<file path="config.mk">
export PLATFORM = sky130hd
export DESIGN_NAME = analog_comparator_control
export DESIGN_NICKNAME = d
export VERILOG_FILES = /design/src/verilog/cmp_channel.v /design/src/verilog/analog_comparator_control.v
export VERILOG_INCLUDE_DIRS = /design/src /design/src/shared
export SDC_FILE = /design/constraint.sdc
export NUM_CORES = 1
export LEC_CHECK = 0
export BUFFER_PORTS_ARGS = -buffer_cell sky130_fd_sc_hd__buf_2
export CORE_MARGIN = 5
export CORE_UTILIZATION = 41
export DETAILED_ROUTE_END_ITERATION = 7
export PLACE_DENSITY = 0.73
export RECOVER_POWER = 50
export REMOVE_ABC_BUFFERS = 1
export SLEW_MARGIN = 25
export SYNTH_ARGS = -nofsm -noshare
export SYNTH_HDL_FRONTEND = slang
export SYNTH_SLANG_ARGS = --single-unit
</file>
<file path="constraint.sdc">
create_clock -name I_CLK -period 1.7 [get_ports I_CLK]
set_input_delay 0 -clock I_CLK [delete_from_list [all_inputs] [get_ports I_CLK]]
set_output_delay 0 -clock I_CLK [all_outputs]
set_load 0.02 [all_outputs]
</file>
<file path="src/shared/cmp_ctrl_consts.vh">
// Purpose: constants for the analog comparator control block
// Assumes: one clock, synchronous active-high reset
// Notes:   field codes match the control ports of the block
`ifndef CMP_CTRL_CONSTS_VH
`define CMP_CTRL_CONSTS_VH

`define INCFG_DIRECT      2'h0
`define INCFG_GND_NEG     2'h1
`define INCFG_DAC_POS     2'h2
`define INCFG_DAC_NEG     2'h3

`define HYST_OFF          2'h0
`define HYST_MAX          2'h3

`define RESP_RESET        2'h2
`define MUX_RESET         4'hf
`define DAC_LEVEL_RESET   6'h00

`define CH_INTERNAL       4'h8
`define CH_SUPPLY         4'hf
`define CMP0_LAST_PIN     4'ha
`define CMP1_LAST_PIN     4'hc

// analog routing selector codes for a comparator input
`define ROUTE_NONE        3'h0
`define ROUTE_PIN         3'h1
`define ROUTE_REGULATOR   3'h2
`define ROUTE_GROUND      3'h3
`define ROUTE_SUPPLY      3'h4
`define ROUTE_DAC         3'h5

`endif

</file>
<file path="src/verilog/cmp_channel.v">
// Purpose: digital control for one comparator channel
// Assumes: analog result arrives asynchronously on i_raw
// Notes:   last pin code differs between comparators, hence a parameter
`timescale 1ns/1ps
`include "cmp_ctrl_consts.vh"

module cmp_channel #(
    parameter [3:0] LAST_PIN = `CMP0_LAST_PIN
) (
    input  wire       i_clk,
    input  wire       i_rst,
    input  wire       i_raw,
    input  wire       i_enable,
    input  wire       i_invert,
    input  wire       i_hold_en,
    input  wire       i_hold_ch,
    input  wire       i_rise_clr,
    input  wire       i_fall_clr,
    input  wire       i_rise_mask,
    input  wire       i_fall_mask,
    input  wire [1:0] i_input_config,
    input  wire [3:0] i_pos_sel,
    input  wire [3:0] i_neg_sel,
    input  wire [1:0] i_response,
    input  wire [1:0] i_pos_hyst,
    input  wire [1:0] i_neg_hyst,
    input  wire [5:0] i_dac_level,
    output reg  [2:0] o_pos_route,
    output reg  [2:0] o_neg_route,
    output reg  [3:0] o_pos_pin,
    output reg  [3:0] o_neg_pin,
    output reg  [2:0] o_dac_ref_route,
    output reg  [3:0] o_dac_ref_pin,
    output reg  [5:0] o_dac_level,
    output reg        o_dac_on,
    output reg        o_power,
    output reg  [1:0] o_response,
    output reg  [1:0] o_pos_hyst,
    output reg  [1:0] o_neg_hyst,
    output wire       o_async,
    output reg        o_sync,
    output reg        o_state,
    output reg        o_rise_flag,
    output reg        o_fall_flag,
    output wire       o_irq
);

    // ****************************************************************
    // channel decode
    // ****************************************************************
    // maps a select code to a route class; pos side uses the regulator
    function [2:0] decode_route;
        input [3:0] code;
        input       is_pos;
        begin
            if (code < `CH_INTERNAL) begin
                decode_route = `ROUTE_PIN;
            end else if (code == `CH_INTERNAL) begin
                decode_route = is_pos ? `ROUTE_REGULATOR : `ROUTE_GROUND;
            end else if (code == `CH_SUPPLY) begin
                decode_route = `ROUTE_SUPPLY;
            end else if (code <= LAST_PIN) begin
                decode_route = `ROUTE_PIN;
            end else begin
                decode_route = `ROUTE_NONE;
            end
        end
    endfunction

    wire [2:0] pos_ch = decode_route(i_pos_sel, 1'b1);
    wire [2:0] neg_ch = decode_route(i_neg_sel, 1'b0);

    reg [2:0] pos_route_d;
    reg [2:0] neg_route_d;
    reg [2:0] ref_route_d;
    reg [3:0] ref_pin_d;
    reg       dac_on_d;

    always @* begin
        pos_route_d = pos_ch;
        neg_route_d = neg_ch;
        ref_route_d = `ROUTE_NONE;
        ref_pin_d   = 4'h0;
        dac_on_d    = 1'b0;
        case (i_input_config)
            `INCFG_DIRECT: begin
                pos_route_d = pos_ch;
            end
            `INCFG_GND_NEG: begin
                neg_route_d = `ROUTE_GROUND;
            end
            `INCFG_DAC_POS: begin
                pos_route_d = `ROUTE_DAC;
                ref_route_d = pos_ch;
                ref_pin_d   = i_pos_sel;
                dac_on_d    = 1'b1;
            end
            default: begin
                neg_route_d = `ROUTE_DAC;
                ref_route_d = neg_ch;
                ref_pin_d   = i_neg_sel;
                dac_on_d    = 1'b1;
            end
        endcase
    end

    // registered analog controls; power follows enable
    always @(posedge i_clk) begin
        if (i_rst) begin
            o_pos_route     <= `ROUTE_NONE;
            o_neg_route     <= `ROUTE_NONE;
            o_pos_pin       <= `MUX_RESET;
            o_neg_pin       <= `MUX_RESET;
            o_dac_ref_route <= `ROUTE_NONE;
            o_dac_ref_pin   <= 4'h0;
            o_dac_level     <= `DAC_LEVEL_RESET;
            o_dac_on        <= 1'b0;
            o_power         <= 1'b0;
            o_response      <= `RESP_RESET;
            o_pos_hyst      <= `HYST_OFF;
            o_neg_hyst      <= `HYST_OFF;
        end else begin
            o_pos_route     <= pos_route_d;
            o_neg_route     <= neg_route_d;
            o_pos_pin       <= i_pos_sel;
            o_neg_pin       <= i_neg_sel;
            o_dac_ref_route <= ref_route_d;
            o_dac_ref_pin   <= ref_pin_d;
            o_dac_level     <= i_dac_level;
            o_dac_on        <= dac_on_d & i_enable;
            o_power         <= i_enable;
            o_response      <= i_response;
            o_pos_hyst      <= i_pos_hyst;
            o_neg_hyst      <= i_neg_hyst;
        end
    end

    // ****************************************************************
    // output path
    // ****************************************************************
    // inhibit holds the last result after optional inversion while the channel is low
    reg  held_q;
    wire polar     = i_raw ^ i_invert;
    wire hold_now  = i_hold_en & ~i_hold_ch;
    wire cmp_out   = hold_now ? held_q : polar;

    always @(posedge i_clk) begin
        if (i_rst) begin
            held_q <= 1'b0;
        end else if (!hold_now) begin
            held_q <= polar;
        end
    end

    // disabled comparator shows low on routed pins
    assign o_async = i_enable & cmp_out;

    // three stages; a change counts once stages two and three agree
    reg s1_q;
    reg s2_q;
    reg s3_q;
    always @(posedge i_clk) begin
        if (i_rst) begin
            s1_q <= 1'b0;
            s2_q <= 1'b0;
            s3_q <= 1'b0;
        end else begin
            s1_q <= o_async;
            s2_q <= s1_q;
            s3_q <= s2_q;
        end
    end

    wire agree = (s2_q == s3_q);
    wire rise  = agree & s3_q & ~o_state;
    wire fall  = agree & ~s3_q & o_state;

    // ****************************************************************
    // state and edge flags
    // ****************************************************************
    // set beats a clear arriving in the same cycle
    always @(posedge i_clk) begin
        if (i_rst) begin
            o_state     <= 1'b0;
            o_sync      <= 1'b0;
            o_rise_flag <= 1'b0;
            o_fall_flag <= 1'b0;
        end else begin
            if (agree) begin
                o_state <= s3_q;
            end
            o_sync <= agree ? s3_q : o_state;
            if (rise) begin
                o_rise_flag <= 1'b1;
            end else if (i_rise_clr) begin
                o_rise_flag <= 1'b0;
            end
            if (fall) begin
                o_fall_flag <= 1'b1;
            end else if (i_fall_clr) begin
                o_fall_flag <= 1'b0;
            end
        end
    end

    assign o_irq = (o_rise_flag & i_rise_mask) | (o_fall_flag & i_fall_mask);

endmodule

</file>
<file path="src/verilog/analog_comparator_control.v">
// Purpose: control and output logic around two analog comparators
// Assumes: analog results on I_RAW are asynchronous; software drives the
//          control ports and pulses the clear inputs
// Notes:   software should clear both flags after enabling or mode
//          changes, before unmasking; the block cannot tell false edges
`timescale 1ns/1ps
`include "cmp_ctrl_consts.vh"

module analog_comparator_control (
    input  wire        I_CLK,
    input  wire        I_RST,
    input  wire [1:0]  I_RAW,
    input  wire [1:0]  I_CMP_ENABLE,
    input  wire [1:0]  I_OUTPUT_INVERT,
    input  wire [1:0]  I_OUTPUT_HOLD_ENABLE,
    input  wire        I_HOLD_CONTROL_CHANNEL,
    input  wire [1:0]  I_RISING_FLAG_CLR,
    input  wire [1:0]  I_FALLING_FLAG_CLR,
    input  wire [1:0]  I_RISING_IRQ_MASK,
    input  wire [1:0]  I_FALLING_IRQ_MASK,
    input  wire [3:0]  I_INPUT_CONFIG,
    input  wire [7:0]  I_POS_CHANNEL_SELECT,
    input  wire [7:0]  I_NEG_CHANNEL_SELECT,
    input  wire [3:0]  I_RESPONSE_SELECT,
    input  wire [3:0]  I_POS_HYSTERESIS_SELECT,
    input  wire [3:0]  I_NEG_HYSTERESIS_SELECT,
    input  wire [11:0] I_DAC_LEVEL,
    output wire [5:0]  O_POS_ROUTE,
    output wire [5:0]  O_NEG_ROUTE,
    output wire [7:0]  O_POS_PIN,
    output wire [7:0]  O_NEG_PIN,
    output wire [5:0]  O_DAC_REF_ROUTE,
    output wire [7:0]  O_DAC_REF_PIN,
    output wire [11:0] O_DAC_LEVEL,
    output wire [1:0]  O_DAC_ON,
    output wire [1:0]  O_POWER,
    output wire [3:0]  O_RESPONSE,
    output wire [3:0]  O_POS_HYST,
    output wire [3:0]  O_NEG_HYST,
    output wire [1:0]  O_ASYNC_OUT,
    output wire [1:0]  O_SYNC_OUT,
    output wire [1:0]  O_OUTPUT_STATE,
    output wire [1:0]  O_RISING_EDGE_FLAG,
    output wire [1:0]  O_FALLING_EDGE_FLAG,
    output wire [1:0]  O_IRQ,
    output wire        O_RESET_REQ,
    output wire        O_COUNTER_ARRAY_KILL
);

    // hold channel is a foreign signal: three stages, change once 2 and 3 agree
    reg hc1_q;
    reg hc2_q;
    reg hc3_q;
    reg hc_q;
    always @(posedge I_CLK) begin
        if (I_RST) begin
            hc1_q <= 1'b1;
            hc2_q <= 1'b1;
            hc3_q <= 1'b1;
            hc_q  <= 1'b1;
        end else begin
            hc1_q <= I_HOLD_CONTROL_CHANNEL;
            hc2_q <= hc1_q;
            hc3_q <= hc2_q;
            if (hc2_q == hc3_q) begin
                hc_q <= hc3_q;
            end
        end
    end

    // ****************************************************************
    // comparator channels
    // ****************************************************************
    genvar g;
    generate
        for (g = 0; g < 2; g = g + 1) begin : gen_cmp
            cmp_channel #(
                .LAST_PIN (g == 0 ? `CMP0_LAST_PIN : `CMP1_LAST_PIN)
            ) u_cmp (
                .i_clk           (I_CLK),
                .i_rst           (I_RST),
                .i_raw           (I_RAW[g]),
                .i_enable        (I_CMP_ENABLE[g]),
                .i_invert        (I_OUTPUT_INVERT[g]),
                .i_hold_en       (I_OUTPUT_HOLD_ENABLE[g]),
                .i_hold_ch       (hc_q),
                .i_rise_clr      (I_RISING_FLAG_CLR[g]),
                .i_fall_clr      (I_FALLING_FLAG_CLR[g]),
                .i_rise_mask     (I_RISING_IRQ_MASK[g]),
                .i_fall_mask     (I_FALLING_IRQ_MASK[g]),
                .i_input_config  (I_INPUT_CONFIG[2*g+1:2*g]),
                .i_pos_sel       (I_POS_CHANNEL_SELECT[4*g+3:4*g]),
                .i_neg_sel       (I_NEG_CHANNEL_SELECT[4*g+3:4*g]),
                .i_response      (I_RESPONSE_SELECT[2*g+1:2*g]),
                .i_pos_hyst      (I_POS_HYSTERESIS_SELECT[2*g+1:2*g]),
                .i_neg_hyst      (I_NEG_HYSTERESIS_SELECT[2*g+1:2*g]),
                .i_dac_level     (I_DAC_LEVEL[6*g+5:6*g]),
                .o_pos_route     (O_POS_ROUTE[3*g+2:3*g]),
                .o_neg_route     (O_NEG_ROUTE[3*g+2:3*g]),
                .o_pos_pin       (O_POS_PIN[4*g+3:4*g]),
                .o_neg_pin       (O_NEG_PIN[4*g+3:4*g]),
                .o_dac_ref_route (O_DAC_REF_ROUTE[3*g+2:3*g]),
                .o_dac_ref_pin   (O_DAC_REF_PIN[4*g+3:4*g]),
                .o_dac_level     (O_DAC_LEVEL[6*g+5:6*g]),
                .o_dac_on        (O_DAC_ON[g]),
                .o_power         (O_POWER[g]),
                .o_response      (O_RESPONSE[2*g+1:2*g]),
                .o_pos_hyst      (O_POS_HYST[2*g+1:2*g]),
                .o_neg_hyst      (O_NEG_HYST[2*g+1:2*g]),
                .o_async         (O_ASYNC_OUT[g]),
                .o_sync          (O_SYNC_OUT[g]),
                .o_state         (O_OUTPUT_STATE[g]),
                .o_rise_flag     (O_RISING_EDGE_FLAG[g]),
                .o_fall_flag     (O_FALLING_EDGE_FLAG[g]),
                .o_irq           (O_IRQ[g])
            );
        end
    endgenerate

    // ****************************************************************
    // comparator 0 system uses
    // ****************************************************************
    // synchronised state is used so reset and kill see no metastable level
    assign O_RESET_REQ          = O_SYNC_OUT[0];
    assign O_COUNTER_ARRAY_KILL = O_SYNC_OUT[0];

endmodule

</file>
# Word level (Yosys, flattened, before mapping)
# Cells that the tools add are included.
[totals]
register_bits = 88
input_bits = 63
[classes]
order_cmp = 8
n_eq_ne = 15
mux = 36
n_bitwise = 27
reduce_logical = 12
[ops]
columns = ["op", "count"]
rows = [
  ["$mux W3", 14],
  ["$eq A4 B4 Y1 const B", 8],
  ["$pmux W3 S2", 4],
  ["$and A1 B1 Y1", 18],
  ["$le A4 B4 Y1 const B", 4],
  ["$lt A4 B4 Y1 const B", 4],
  ["$mux W1", 16],
  ["$pmux W4 S2", 2],
  ["$reduce_or A2 Y1", 6],
  ["$reduce_bool A2 Y1", 4],
  ["$not A1 Y1", 5],
  ["$eq A2 B1 Y1 const B", 2],
  ["$eq A2 B2 Y1 const B", 2],
  ["$logic_not A2 Y1", 2],
  ["$eq A1 B1 Y1", 3],
  ["$or A1 B1 Y1", 2],
  ["$xor A1 B1 Y1", 2],
]

# Depth between registers and ports, before layout
# Gate-level depths: netlist of run 1.
[logic_depth]
word_depth = 6
mapped_depth = 4
depth_no_buf = 4

# Hierarchy
# From an unflattened synthesis of run 1, not the netlist that was laid out.
[unflattened]
hier_cells = 264
area_unflattened_um2 = 2876.5
[by_module_without_submodules]
columns = ["mod", "instances", "cells_per_inst", "area_per_inst_um2", "seq_area_each_um2"]
rows = [
  ["cmp_channel (gen_cmp[0].u_cmp)", 1, 126, 1375.1, 840.8],
  ["cmp_channel (gen_cmp[1].u_cmp)", 1, 126, 1371.3, 840.8],
  ["analog_comparator_control", 1, 12, 130.1, 80.1],
]

# Worst setup path before layout of run 1
# OpenSTA, ideal clock, no wires.
[synth_timing]
path_kind = "register -> register"
from = "register gen_cmp[0].u_cmp.s3_q"
to = "register gen_cmp[0].u_cmp.o_sync"
setup_ns = 0.115
arrival_time_ns = 0.851
slack_ns = 0.735
path_stages_with_launch = 5
path_buffers = 0
period_less_slack_ns = 0.965
cell_sequence = "dfxtp_1 > inv_1 > ha_1 > mux2i_1 > nor2_1"
[synth_via]
elab_chain_cells = 1
[synth_lines]
columns = ["element", "line_no", "rtl"]
rows = [
  ["from (decl)", "cmp_channel.v:161", "reg s3_q;"],
  ["from (signal assigned)", "cmp_channel.v:170", "s3_q <= s2_q;"],
  ["$eq A1 B1 Y1", "cmp_channel.v:174", "wire agree = (s2_q == s3_q);"],
  ["to (signal assigned)", "cmp_channel.v:192", "o_sync <= agree ? s3_q : o_state;"],
  ["to (decl)", "cmp_channel.v:41", "output reg o_sync,"],
]
# Parallel ways exist; a longest one is shown, timed or not.
# A chain may end at the register's enable or synchronous reset.

# Worst setup path after layout of run 1
[layout_timing]
from = "input port I_INPUT_CONFIG[0]"
to = "register gen_cmp[0].u_cmp.o_pos_route[0]"
[layout_via]
elab_chain_cells = 2
[layout_lines]
columns = ["element", "line_no", "rtl"]
rows = [
  ["from (decl)", "analog_comparator_control.v:21", "input wire [3:0] I_INPUT_CONFIG,"],
  ["$eq A2 B2 Y1", "cmp_channel.v:85", "case (i_input_config)"],
  ["$mux W3", "cmp_channel.v:85", ""],
  ["to (signal assigned)", "cmp_channel.v:110", "o_pos_route <= `ROUTE_NONE;"],
  ["to (signal assigned)", "cmp_channel.v:123", "o_pos_route <= pos_route_d;"],
  ["to (decl)", "cmp_channel.v:28", "output reg [2:0] o_pos_route,"],
]
# Every way passes these cells.

==> results.cfg, run 1 <==
[global_routing]
antenna_found_initial = 0
gr-total-overflow = 0
grt_usage_pct = 16.3
grt_pass1_wl_mm = 11.3
grt_max_degree = 34
grt_pass1_vias = 2524

[yosys]
ys_seq_area_share_pct = 58.9
synthCells = 281
synth_area_um2 = 2990
synth_adder_area_share_pct = 1.67
muxShareOfSynthArea_pct = 4.48
synth_seq_cells = 88
yosysTopAreaCell = dfxtp_1
avgSynthCellArea_um2 = 10.6
yosysMostFrequentCell = dfxtp_1
synth_warnings = 0
yosys_most_used_dff = dfxtp_1
synthTopCellsByCount = dfxtp_1 (88), nor2b_1 (32), nor2_1 (24), buf_4 (18), or2_1 (16)
synth_enable_flop_cells = 0
synth-xor-area-share_pct = 1.17
postSynth.asyncResetShare_pct = 0
yosysTopAreaCellShare_pct = 58.9
synth_top_family_by_area = simple AND/OR/NAND/NOR gates
synth_compound_area_share_pct = 5.15
synthTopCellsByArea = dfxtp_1 (59%), nor2b_1 (6.7%), buf_4 (4.5%)
synth_simple_gate_area_share_pct = 21.4
synth_cell_types = 34

[worst_hold_path]
hold_depth = 4
hold_end = gen_cmp[1].u_cmp.held_q$_SDFF_PP0_
hp-class = in2reg
worstHoldStart = I_OUTPUT_HOLD_ENABLE[1]

[floorplan]
die_w_um = 95.4
initial_utilization_pct = 41.7
core.rowCount = 31
io_pins = 147
core_area_um2 = 7180
die_area_um2 = 9100
die_y_um = 95.4

[clock_network]
cts_buffer_depth = 2
path_clk_slew_ps = 90
clock_latency_ps = 350
cts_root_buf = clkbuf_8
cts_num_sinks = 88
cts_buffers = 9
cts_setup_buffers = 0
cts_tree = built
cts_resized = 0
cts-htree-levels = 3

[timing]
maxSlewViolCount = 0
worst_pin_slew_ps = 1140
min_period_ps = 1430
relSlewSlack_pct = 24.0
setup_violations = 0
hold_viol = 0
min_period_over_period_pct = 84.4
finalSetupTns_ps = 0
skew_ps = 3.41
fmax_ghz = 0.697
rsz0062_at_grt = no
hold_slack_ps = 78.2

[power_and_ir_drop]
p_sw_uw = 1080
intPower_uw = 3250
p_total_uw = 4330
vdd_drop_max_v = 0.000484
p_leak_uw = 0.00198
combPwrFrac_pct = 12.8
switching_share_pct = 24.9
power_frac_clock_pct = 36.8
p_per_area_nw_per_um2 = 991
pwr-share-seq_pct = 50.3

[route]
detail_route.wl_per_cell_um = 13.4
vias = 2470
drc_errors = 0
wl_mm = 7.63
dr.first_iter.drc_count = 60
via_per_inst = 4.33
ant_nets = 0
drtPass1Iterations = 4

[setup_path]
crit_type = in2reg
crit_path_start = I_INPUT_CONFIG[0]
crit_path_end_kind = flop
reg2reg_depth = 4
cp.required_ps = 1940
critPathLaunchType = primary input
r2r-start = gen_cmp[0].u_cmp.s3_q$_SDFF_PP0_
worstPathArrival_ps = 1680
critPathMaxFanout = 11
r2r_end = gen_cmp[0].u_cmp.o_sync$_SDFFE_PP0N_
ff2ff_setup_slack_ps = 640

[placed_design]
io_buffers = 146
placed_cells = 502
place_congestion = 0.837
dp_hpwl_mm = 5.14

[outcome]
status = complete, no violations

[final_layout]
area_delta_synth_final_pct = 46.3
n_antenna_cell = 0
fin_cells = 570
ff_latch_area_um2 = 1760
nFillCells = 608
layout-drive-gt1-share_pct = 29.3
multi_input_area_um2 = 1010
nets = 533
utilization_pct = 60.9

[run]
maxCapViolations = 0
## worst max-delay path by stage
stage	to	slack, ps	depth (start not counted)
2_1_floorplan	gen_cmp[0].u_cmp.o_rise_flag$_SDFFE_PP0P_	520	2
3_5_place_dp	gen_cmp[1].u_cmp.o_dac_ref_route[1]$_SDFF_PP0_	600	4
3_3_place_gp	gen_cmp[1].u_cmp.o_neg_route[1]$_SDFF_PP0_	610	4
4_1_cts	O_ASYNC_OUT[0]	240	4
5_1_grt	O_ASYNC_OUT[0]	100	4
6_report	gen_cmp[0].u_cmp.o_pos_route[0]$_SDFF_PP0_	270	6
## flip-flops by register name, indices dropped and copies added (netlist names), 4 cells and up
name                           count
gen_cmp.u_cmp.o_neg_route          6
gen_cmp.u_cmp.o_pos_pin            8
gen_cmp.u_cmp.o_pos_hyst           4
gen_cmp.u_cmp.o_dac_level         12
gen_cmp.u_cmp.o_response           4
gen_cmp.u_cmp.o_pos_route          6
gen_cmp.u_cmp.o_neg_hyst           4
gen_cmp.u_cmp.o_dac_ref_route      6
gen_cmp.u_cmp.o_neg_pin            8
gen_cmp.u_cmp.o_dac_ref_pin        8
## power groups by stage
stage / clock network (uW) / registers (uW) / logic (uW)
after detailed placement: 0 / 2230 / 473
after floorplan: 0 / 2340 / 124
after global routing: 1720 / 2190 / 606
final: 1590 / 2180 / 557
after CTS: 1640 / 2180 / 568
after global placement: 0 / 2230 / 467
## timing repair
action	4_1_cts	5_1_grt
endpoints found under the setup margin	0	0
endpoints found under the hold margin	66	0
hold buffers	52	0
## critical path, cell delays in order
cell and delay [ps]:
dlygate4sd3_1 530, buf_2 250, inv_1 140, nand2_1 120, a31oi_1 80, dlygate4sd3_1 560
## placed cells by master (no fill, tap or decap), types with 3 or more instances in the layout
cell type and instances:
ha_1 4, nand4_1 4, nor2b_1 32, dlygate4sd3_1 52, buf_2 110, mux2i_1 10, clkbuf_1 37, nor2_1 24
xor2_1 4, a21oi_1 13, dfxtp_1 88, or2_1 16, nand2b_1 13, or2_2 5, inv_1 5, nand2_1 11
mux2_2 3, clkbuf_8 9
## layer usage
layer | track usage [%] | wire length, um | vias to the layer above
met2 | 29.7 | 3910 | 89
met1 | 17.2 | 2980 | 1118
met3 | 5.84 | 628 | 8
met4 | 5.81 | 110 | 0
li1 | - | - | 1255
met5 | 0 | 0 | -
## final cells by class
class | instances | share of cell area, %
Multi-Input combinational cell | 160 | 23.2
Clock inverter | 7 | 2.35
Clock buffer | 9 | 2.83
Timing Repair Buffer | 201 | 28.0
Inverter | 6 | 0.515
Tap cell | 99 | 2.83
Sequential cell | 88 | 40.3
## cells by family after synthesis
kind of cell               after synthesis
adders and majority gates                4
and+or+nand+nor                        115
DFF                                     88
muxes                                   13
buffers and inverters                   33
xor gates and xnor gates                 4
AOI/OAI and AO/OA                       24
## through the flow
| stage | setup WS (ps) | instance area, um^2 |
|---|---|---|
| floorplan | 521 | 2800 |
| global placement | 614 | 3670 |
| detailed placement | 600 | 3670 |
| CTS | 243 | 4420 |
| global route | 102 | 4370 |
| finish | 265 | 4370 |
Power figures use the tool's default switching activity.
==> run 2, diff against run 1 <==
==> constraint.sdc (replaced) <==
create_clock -name I_CLK -period 1.4 [get_ports I_CLK]
set_input_delay 0 -clock I_CLK [delete_from_list [all_inputs] [get_ports I_CLK]]
set_output_delay 0 -clock I_CLK [all_outputs]
set_load 0.02 [all_outputs]
==> run 2 against run 1 <==
Against the previous run:
- total power is 19% higher
- non-clock buffer count is 1 higher
- routed wire length is 1.4% lower
- core utilization is 0.14 points higher
- sequential power is 22% higher
- via count is 1.4% higher
- worst setup slack worse by 200 ps
- clock skew is 0.85 ps higher
- cell count is 0.18% higher
- die area stayed put
- register-to-register slack worse by 300 ps
==> results.cfg, run 2 (synthesis gave the netlist of run 1 again) <==
[outcome]
status = complete, no violations

[floorplan]
core_area_um2 = 7180
die_w_um = 95.4
die_y_um = 95.4
core.rowCount = 31
initial_utilization_pct = 41.7
io_pins = 147
die_area_um2 = 9100

[setup_path]
cp.required_ps = 1400
critPathMaxFanout = 4
critPathLaunchType = flop
crit_type = reg2out
r2r_end = gen_cmp[1].u_cmp.o_sync$_SDFFE_PP0N_
ff2ff_setup_slack_ps = 340
reg2reg_depth = 4
worstPathArrival_ps = 1330
r2r-start = gen_cmp[1].u_cmp.s3_q$_SDFF_PP0_
crit_path_end_kind = output port

[worst_hold_path]
hold_end = gen_cmp[1].u_cmp.o_dac_ref_pin[3]$_SDFF_PP0_
hold_depth = 3
hp-class = in2reg
worstHoldStart = I_INPUT_CONFIG[2]

[route]
top_layer_used = met4
drt-met1-wl_mm = 2.96
dr.first_iter.drc_count = 68
wl_met2_mm = 3.79
wl_mm = 7.53
detail_route.wl_per_cell_um = 13.2
vias = 2505
via_per_inst = 4.39
drtPass1Iterations = 4
ant_nets = 0
met3WireLength_um = 611
drc_errors = 0

[timing]
finalSetupTns_ps = 0
setup_violations = 0
fmax_ghz = 0.752
min_period_over_period_pct = 95.0
hold_viol = 0
maxSlewViolCount = 0
skew_ps = 4.25
final.setup.worst_slack_ps = 69.5
min_period_ps = 1330
worst_pin_slew_ps = 359
relSlewSlack_pct = 75.7

[final_layout]
layout.cells.most_common_list = dfxtp_1 (87), buf_2 (74), clkbuf_1 (72)
regMostFlops = gen_cmp.u_cmp.o_dac_level
layout-drive-gt1-share_pct = 23.3
utilization_pct = 61.1
area_delta_synth_final_pct = 46.6
nFillCells = 634
nets = 534
n_antenna_cell = 0
largest_reg_flops = 12
final_common_cell = dfxtp_1

[power_and_ir_drop]
switching_share_pct = 25.0
pwr-share-seq_pct = 51.5
p_total_uw = 5150
p_leak_uw = 0.00188
intPower_uw = 3860
p_per_area_nw_per_um2 = 1170
p_sw_uw = 1290
combPwrFrac_pct = 13.2
power_frac_clock_pct = 35.3
vdd_drop_max_v = 0.000576

[clock_network]
path_clk_slew_ps = 90
cts_root_buf = clkbuf_8
clock_latency_ps = 340
cts_num_sinks = 88
cts_tree = built
cts-htree-levels = 3
cts_buffers = 9
cts_buffer_depth = 2

[global_routing]
grt_pass1_wl_mm = 11.3
grt_max_degree = 35
antenna_found_initial = 0
grt_usage_pct = 16.1
gr-total-overflow = 0
grt_pass1_vias = 2448

[placed_design]
io_buffers = 146
dp_hpwl_mm = 5.11
pre_cts_ws_ps = 294
place_congestion = 0.874

[run]
maxCapViolations = 0
run 2: worst max-delay path by stage:
stage | startpoint | end | slack [ps] | cells past startpoint
final | hc_q$_SDFFE_PP1N_ | O_ASYNC_OUT[1] | 70 | 4
after global routing | hc_q$_SDFFE_PP1N_ | O_ASYNC_OUT[1] | -5 | 4
after CTS | hc_q$_SDFFE_PP1N_ | O_ASYNC_OUT[0] | 3 | 4
after detailed placement | I_NEG_CHANNEL_SELECT[6] | gen_cmp[1].u_cmp.o_neg_route[1]$_SDFF_PP0_ | 290 | 4
after global placement | I_NEG_CHANNEL_SELECT[6] | gen_cmp[1].u_cmp.o_dac_ref_route[1]$_SDFF_PP0_ | 320 | 4
after floorplan | gen_cmp[0].u_cmp.o_sync$_SDFFE_PP0N_ | gen_cmp[0].u_cmp.o_rise_flag$_SDFFE_PP0P_ | 220 | 2
run 2: timing repair:
item / CTS / global route
buffers inserted: 0 / 1
gates resized for setup: 3 / 5
endpoints found under the setup margin: 1 / 3
hold buffers: 53 / 0
endpoints found under the hold margin: 67 / 0
run 2: power by group through the flow:
stage / Combinational (uW) / Sequential [uW] / Clock [uW]
2_1_floorplan: 150 / 2840 / 0
3_5_place_dp: 574 / 2700 / 0
6_report: 677 / 2650 / 1820
5_1_grt: 737 / 2660 / 1980
4_1_cts: 695 / 2650 / 1870
3_3_place_gp: 568 / 2700 / 0
run 2: metrics by stage:
stage               hold slack (ps)  instance area (um^2)  cells
floorplan                      66.7                  2800    254
global placement                182                  3680    501
detailed placement              187                  3680    501
CTS                            1.21                  4440    570
global route                   20.4                  4380    571
finish                         17.7                  4380    571
run 2: worst max-delay path, stage by stage (launching register included):
cell	delay [ps]
dfxtp_2	360
nand2b_4	130
mux2i_2	250
nor2b_1	90
buf_2	160
run 2: routing by layer:
layer / GRT usage, % / up-vias
met1: 17.8 / 1142
met3: 4.50 / 13
met4: 8.29 / 0
met5: 0 / -
li1: - / 1257
met2: 28.2 / 93
run 2: cell type report:
type | count | area [um^2] | area share [%]
Clock buffer | 11 | 151 | 3.45
Clock inverter | 5 | 63.8 | 1.46
Inverter | 6 | 22.5 | 0.514
Multi-Input combinational cell | 160 | 1050 | 24.0
Sequential cell | 88 | 1760 | 40.2
Tap cell | 99 | 124 | 2.83
Timing Repair Buffer | 202 | 1210 | 27.5
==> run 3, diff against run 2 <==
--- a/config.mk
+++ b/config.mk
@@ -10,9 +10,11 @@
 export CORE_MARGIN = 5
 export CORE_UTILIZATION = 41
 export DETAILED_ROUTE_END_ITERATION = 7
+export MAX_ROUTING_LAYER = met4
 export PLACE_DENSITY = 0.73
 export RECOVER_POWER = 50
 export REMOVE_ABC_BUFFERS = 1
+export SKIP_CTS_REPAIR_TIMING = 1
 export SLEW_MARGIN = 25
 export SYNTH_ARGS = -nofsm -noshare
 export SYNTH_HDL_FRONTEND = slang
==> run 3 against run 2 <==
Against the previous run:
- combinational power is 1% lower
- count of clock-buffer cells in the layout unchanged
- non-clock buffer count fell by 4
- highest routed layer unchanged
- largest cell class unchanged
- hold slack worse by 7.4 ps
- clock power is essentially flat
- die area unchanged
- core utilization fell by 0.59 points
- sequential share of layout area is 0.39 points higher
- total power about the same
- critical endpoint unchanged
- worst setup slack worse by 16 ps
- cell count fell by 0.70%
==> results.cfg, run 3 (synthesis gave the netlist of run 1 again) <==
[timing]
maxSlewViolCount = 0
min_period_ps = 1350
setup_violations = 0
min_period_over_period_pct = 96.2
hold_viol = 0
skew_ps = 4.47
final.setup.worst_slack_ps = 53.1
worst_pin_slew_ps = 360
fmax_ghz = 0.742
relSlewSlack_pct = 75.6

[setup_path]
critical_path.max_stage_delay_ps = 360
cp_num_buf_inv = 1
cpMaxStageDelayCell = dfxtp_2
cp_cell_sequence = nand2b_4 > mux2i_2 > nor2b_1 > buf_2
crit_cells = 4
cp.required_ps = 1400
critPathLaunchType = flop
worstPathArrival_ps = 1350
crit_type = reg2out
critPathMaxFanout = 4
crit_path_end_kind = output port
crit_family = flip-flops
reg2reg_depth = 4

[placed_design]
io_buffers = 146
dp_hpwl_mm = 5.11
pre_cts_ws_ps = 294
place_congestion = 0.888

[final_layout]
ff_latch_area_um2 = 1760
multi_input_area_um2 = 1040
n_antenna_cell = 0
nFillCells = 635
area_delta_synth_final_pct = 45.2
layout.cells.most_common_list = dfxtp_1 (87), buf_2 (76), clkbuf_1 (70)
layout-drive-gt1-share_pct = 23.3
largest_reg_flops = 12
final_common_cell = dfxtp_1
regMostFlops = gen_cmp.u_cmp.o_dac_level
nets = 530

[power_and_ir_drop]
p_per_area_nw_per_um2 = 1190
p_total_uw = 5140
vdd_drop_max_v = 0.000575
p_leak_uw = 0.00186

[floorplan]
io_pins = 147
core_area_um2 = 7180
die_area_um2 = 9100
core.rowCount = 31
initial_utilization_pct = 41.7
die_w_um = 95.4
die_y_um = 95.4

[global_routing]
grt_max_degree = 35
grt_pass1_vias = 2211
antenna_found_initial = 0
grt_usage_pct = 14.7
gr-total-overflow = 0
grt_pass1_wl_mm = 10.0

[route]
ant_nets = 0
drc_errors = 0
wl_mm = 7.53
drtPass1Iterations = 4
via_per_inst = 4.39
dr.first_iter.drc_count = 87
detail_route.wl_per_cell_um = 13.3
vias = 2490

[clock_network]
cts_buffers = 9
cts-htree-levels = 3
cts_tree = built
path_clk_slew_ps = 80
cts_root_buf = clkbuf_8
cts_num_sinks = 88
cts_buffer_depth = 2
clock_latency_ps = 340

[outcome]
status = complete, no violations

[worst_hold_path]
hp-class = in2reg
hold_depth = 3

[run]
maxCapViolations = 0
==> run 3: cell types whose count changed in the layout (fill, tap and decap cells not counted), sizes merged <==
cell,previous run,this run
dlygate4sd3,53,50
buf,77,78
clkbuf,83,81
==> run 3: stage by stage <==
stage	TNS (ps)	cells	hold slack, ps	utilization, %	cell area, um^2
finish	0	567	10.3	60.5	4340
global route	-25.9	567	18.1	60.5	4340
CTS	-38.9	517	-179	54.3	3890
detailed placement	0	501	187	51.3	3680
global placement	0	501	182	51.3	3680
floorplan	0	254	66.7	-	2800
==> run 3: routing by layer <==
layer | up-vias | global-route usage [%] | routed length [um]
met5 | - | - | 0
met4 | 0 | 7.11 | 71
met3 | 7 | 3.63 | 566
met2 | 88 | 23.7 | 3830
met1 | 1146 | 17.2 | 3050
li1 | 1249 | - | -
==> run 3: final cells by class <==
type | count | area share [%]
multi-input combinational | 160 | 24.1
sequential | 88 | 40.6
clock inverter | 5 | 1.47
timing repair buffer | 198 | 27.0
inverter | 6 | 0.519
clock buffer | 11 | 3.49
tap | 99 | 2.85
==> run 3: final timing paths <==
kind / from / endpoint / slack [ps]
setup / recovery: hc_q$_SDFFE_PP1N_ / O_ASYNC_OUT[1] / 50
hold / removal: I_INPUT_CONFIG[0] / gen_cmp[0].u_cmp.o_dac_ref_route[1]$_SDFF_PP0_ / 10
setup reg to reg: gen_cmp[1].u_cmp.s3_q$_SDFF_PP0_ / gen_cmp[1].u_cmp.o_sync$_SDFFE_PP0N_ / 340
hold reg to reg: hc1_q$_SDFF_PP1_ / hc2_q$_SDFF_PP1_ / 410
==> run 3: power breakdown <==
part           internal [uW]  switching (uW)  total, uW
Sequential              2620            35.3       2650
Combinational            298             369        667
Clock                    935             890       1830
==> run 3: worst min-delay path, delay by kind of cell <==
kind / cells / cell delay [ps]
AND/OR/NAND/NOR: 1 / 70
AO/OA/AOI/OAI: 1 / 60
buffers and inverters: 1 / 170
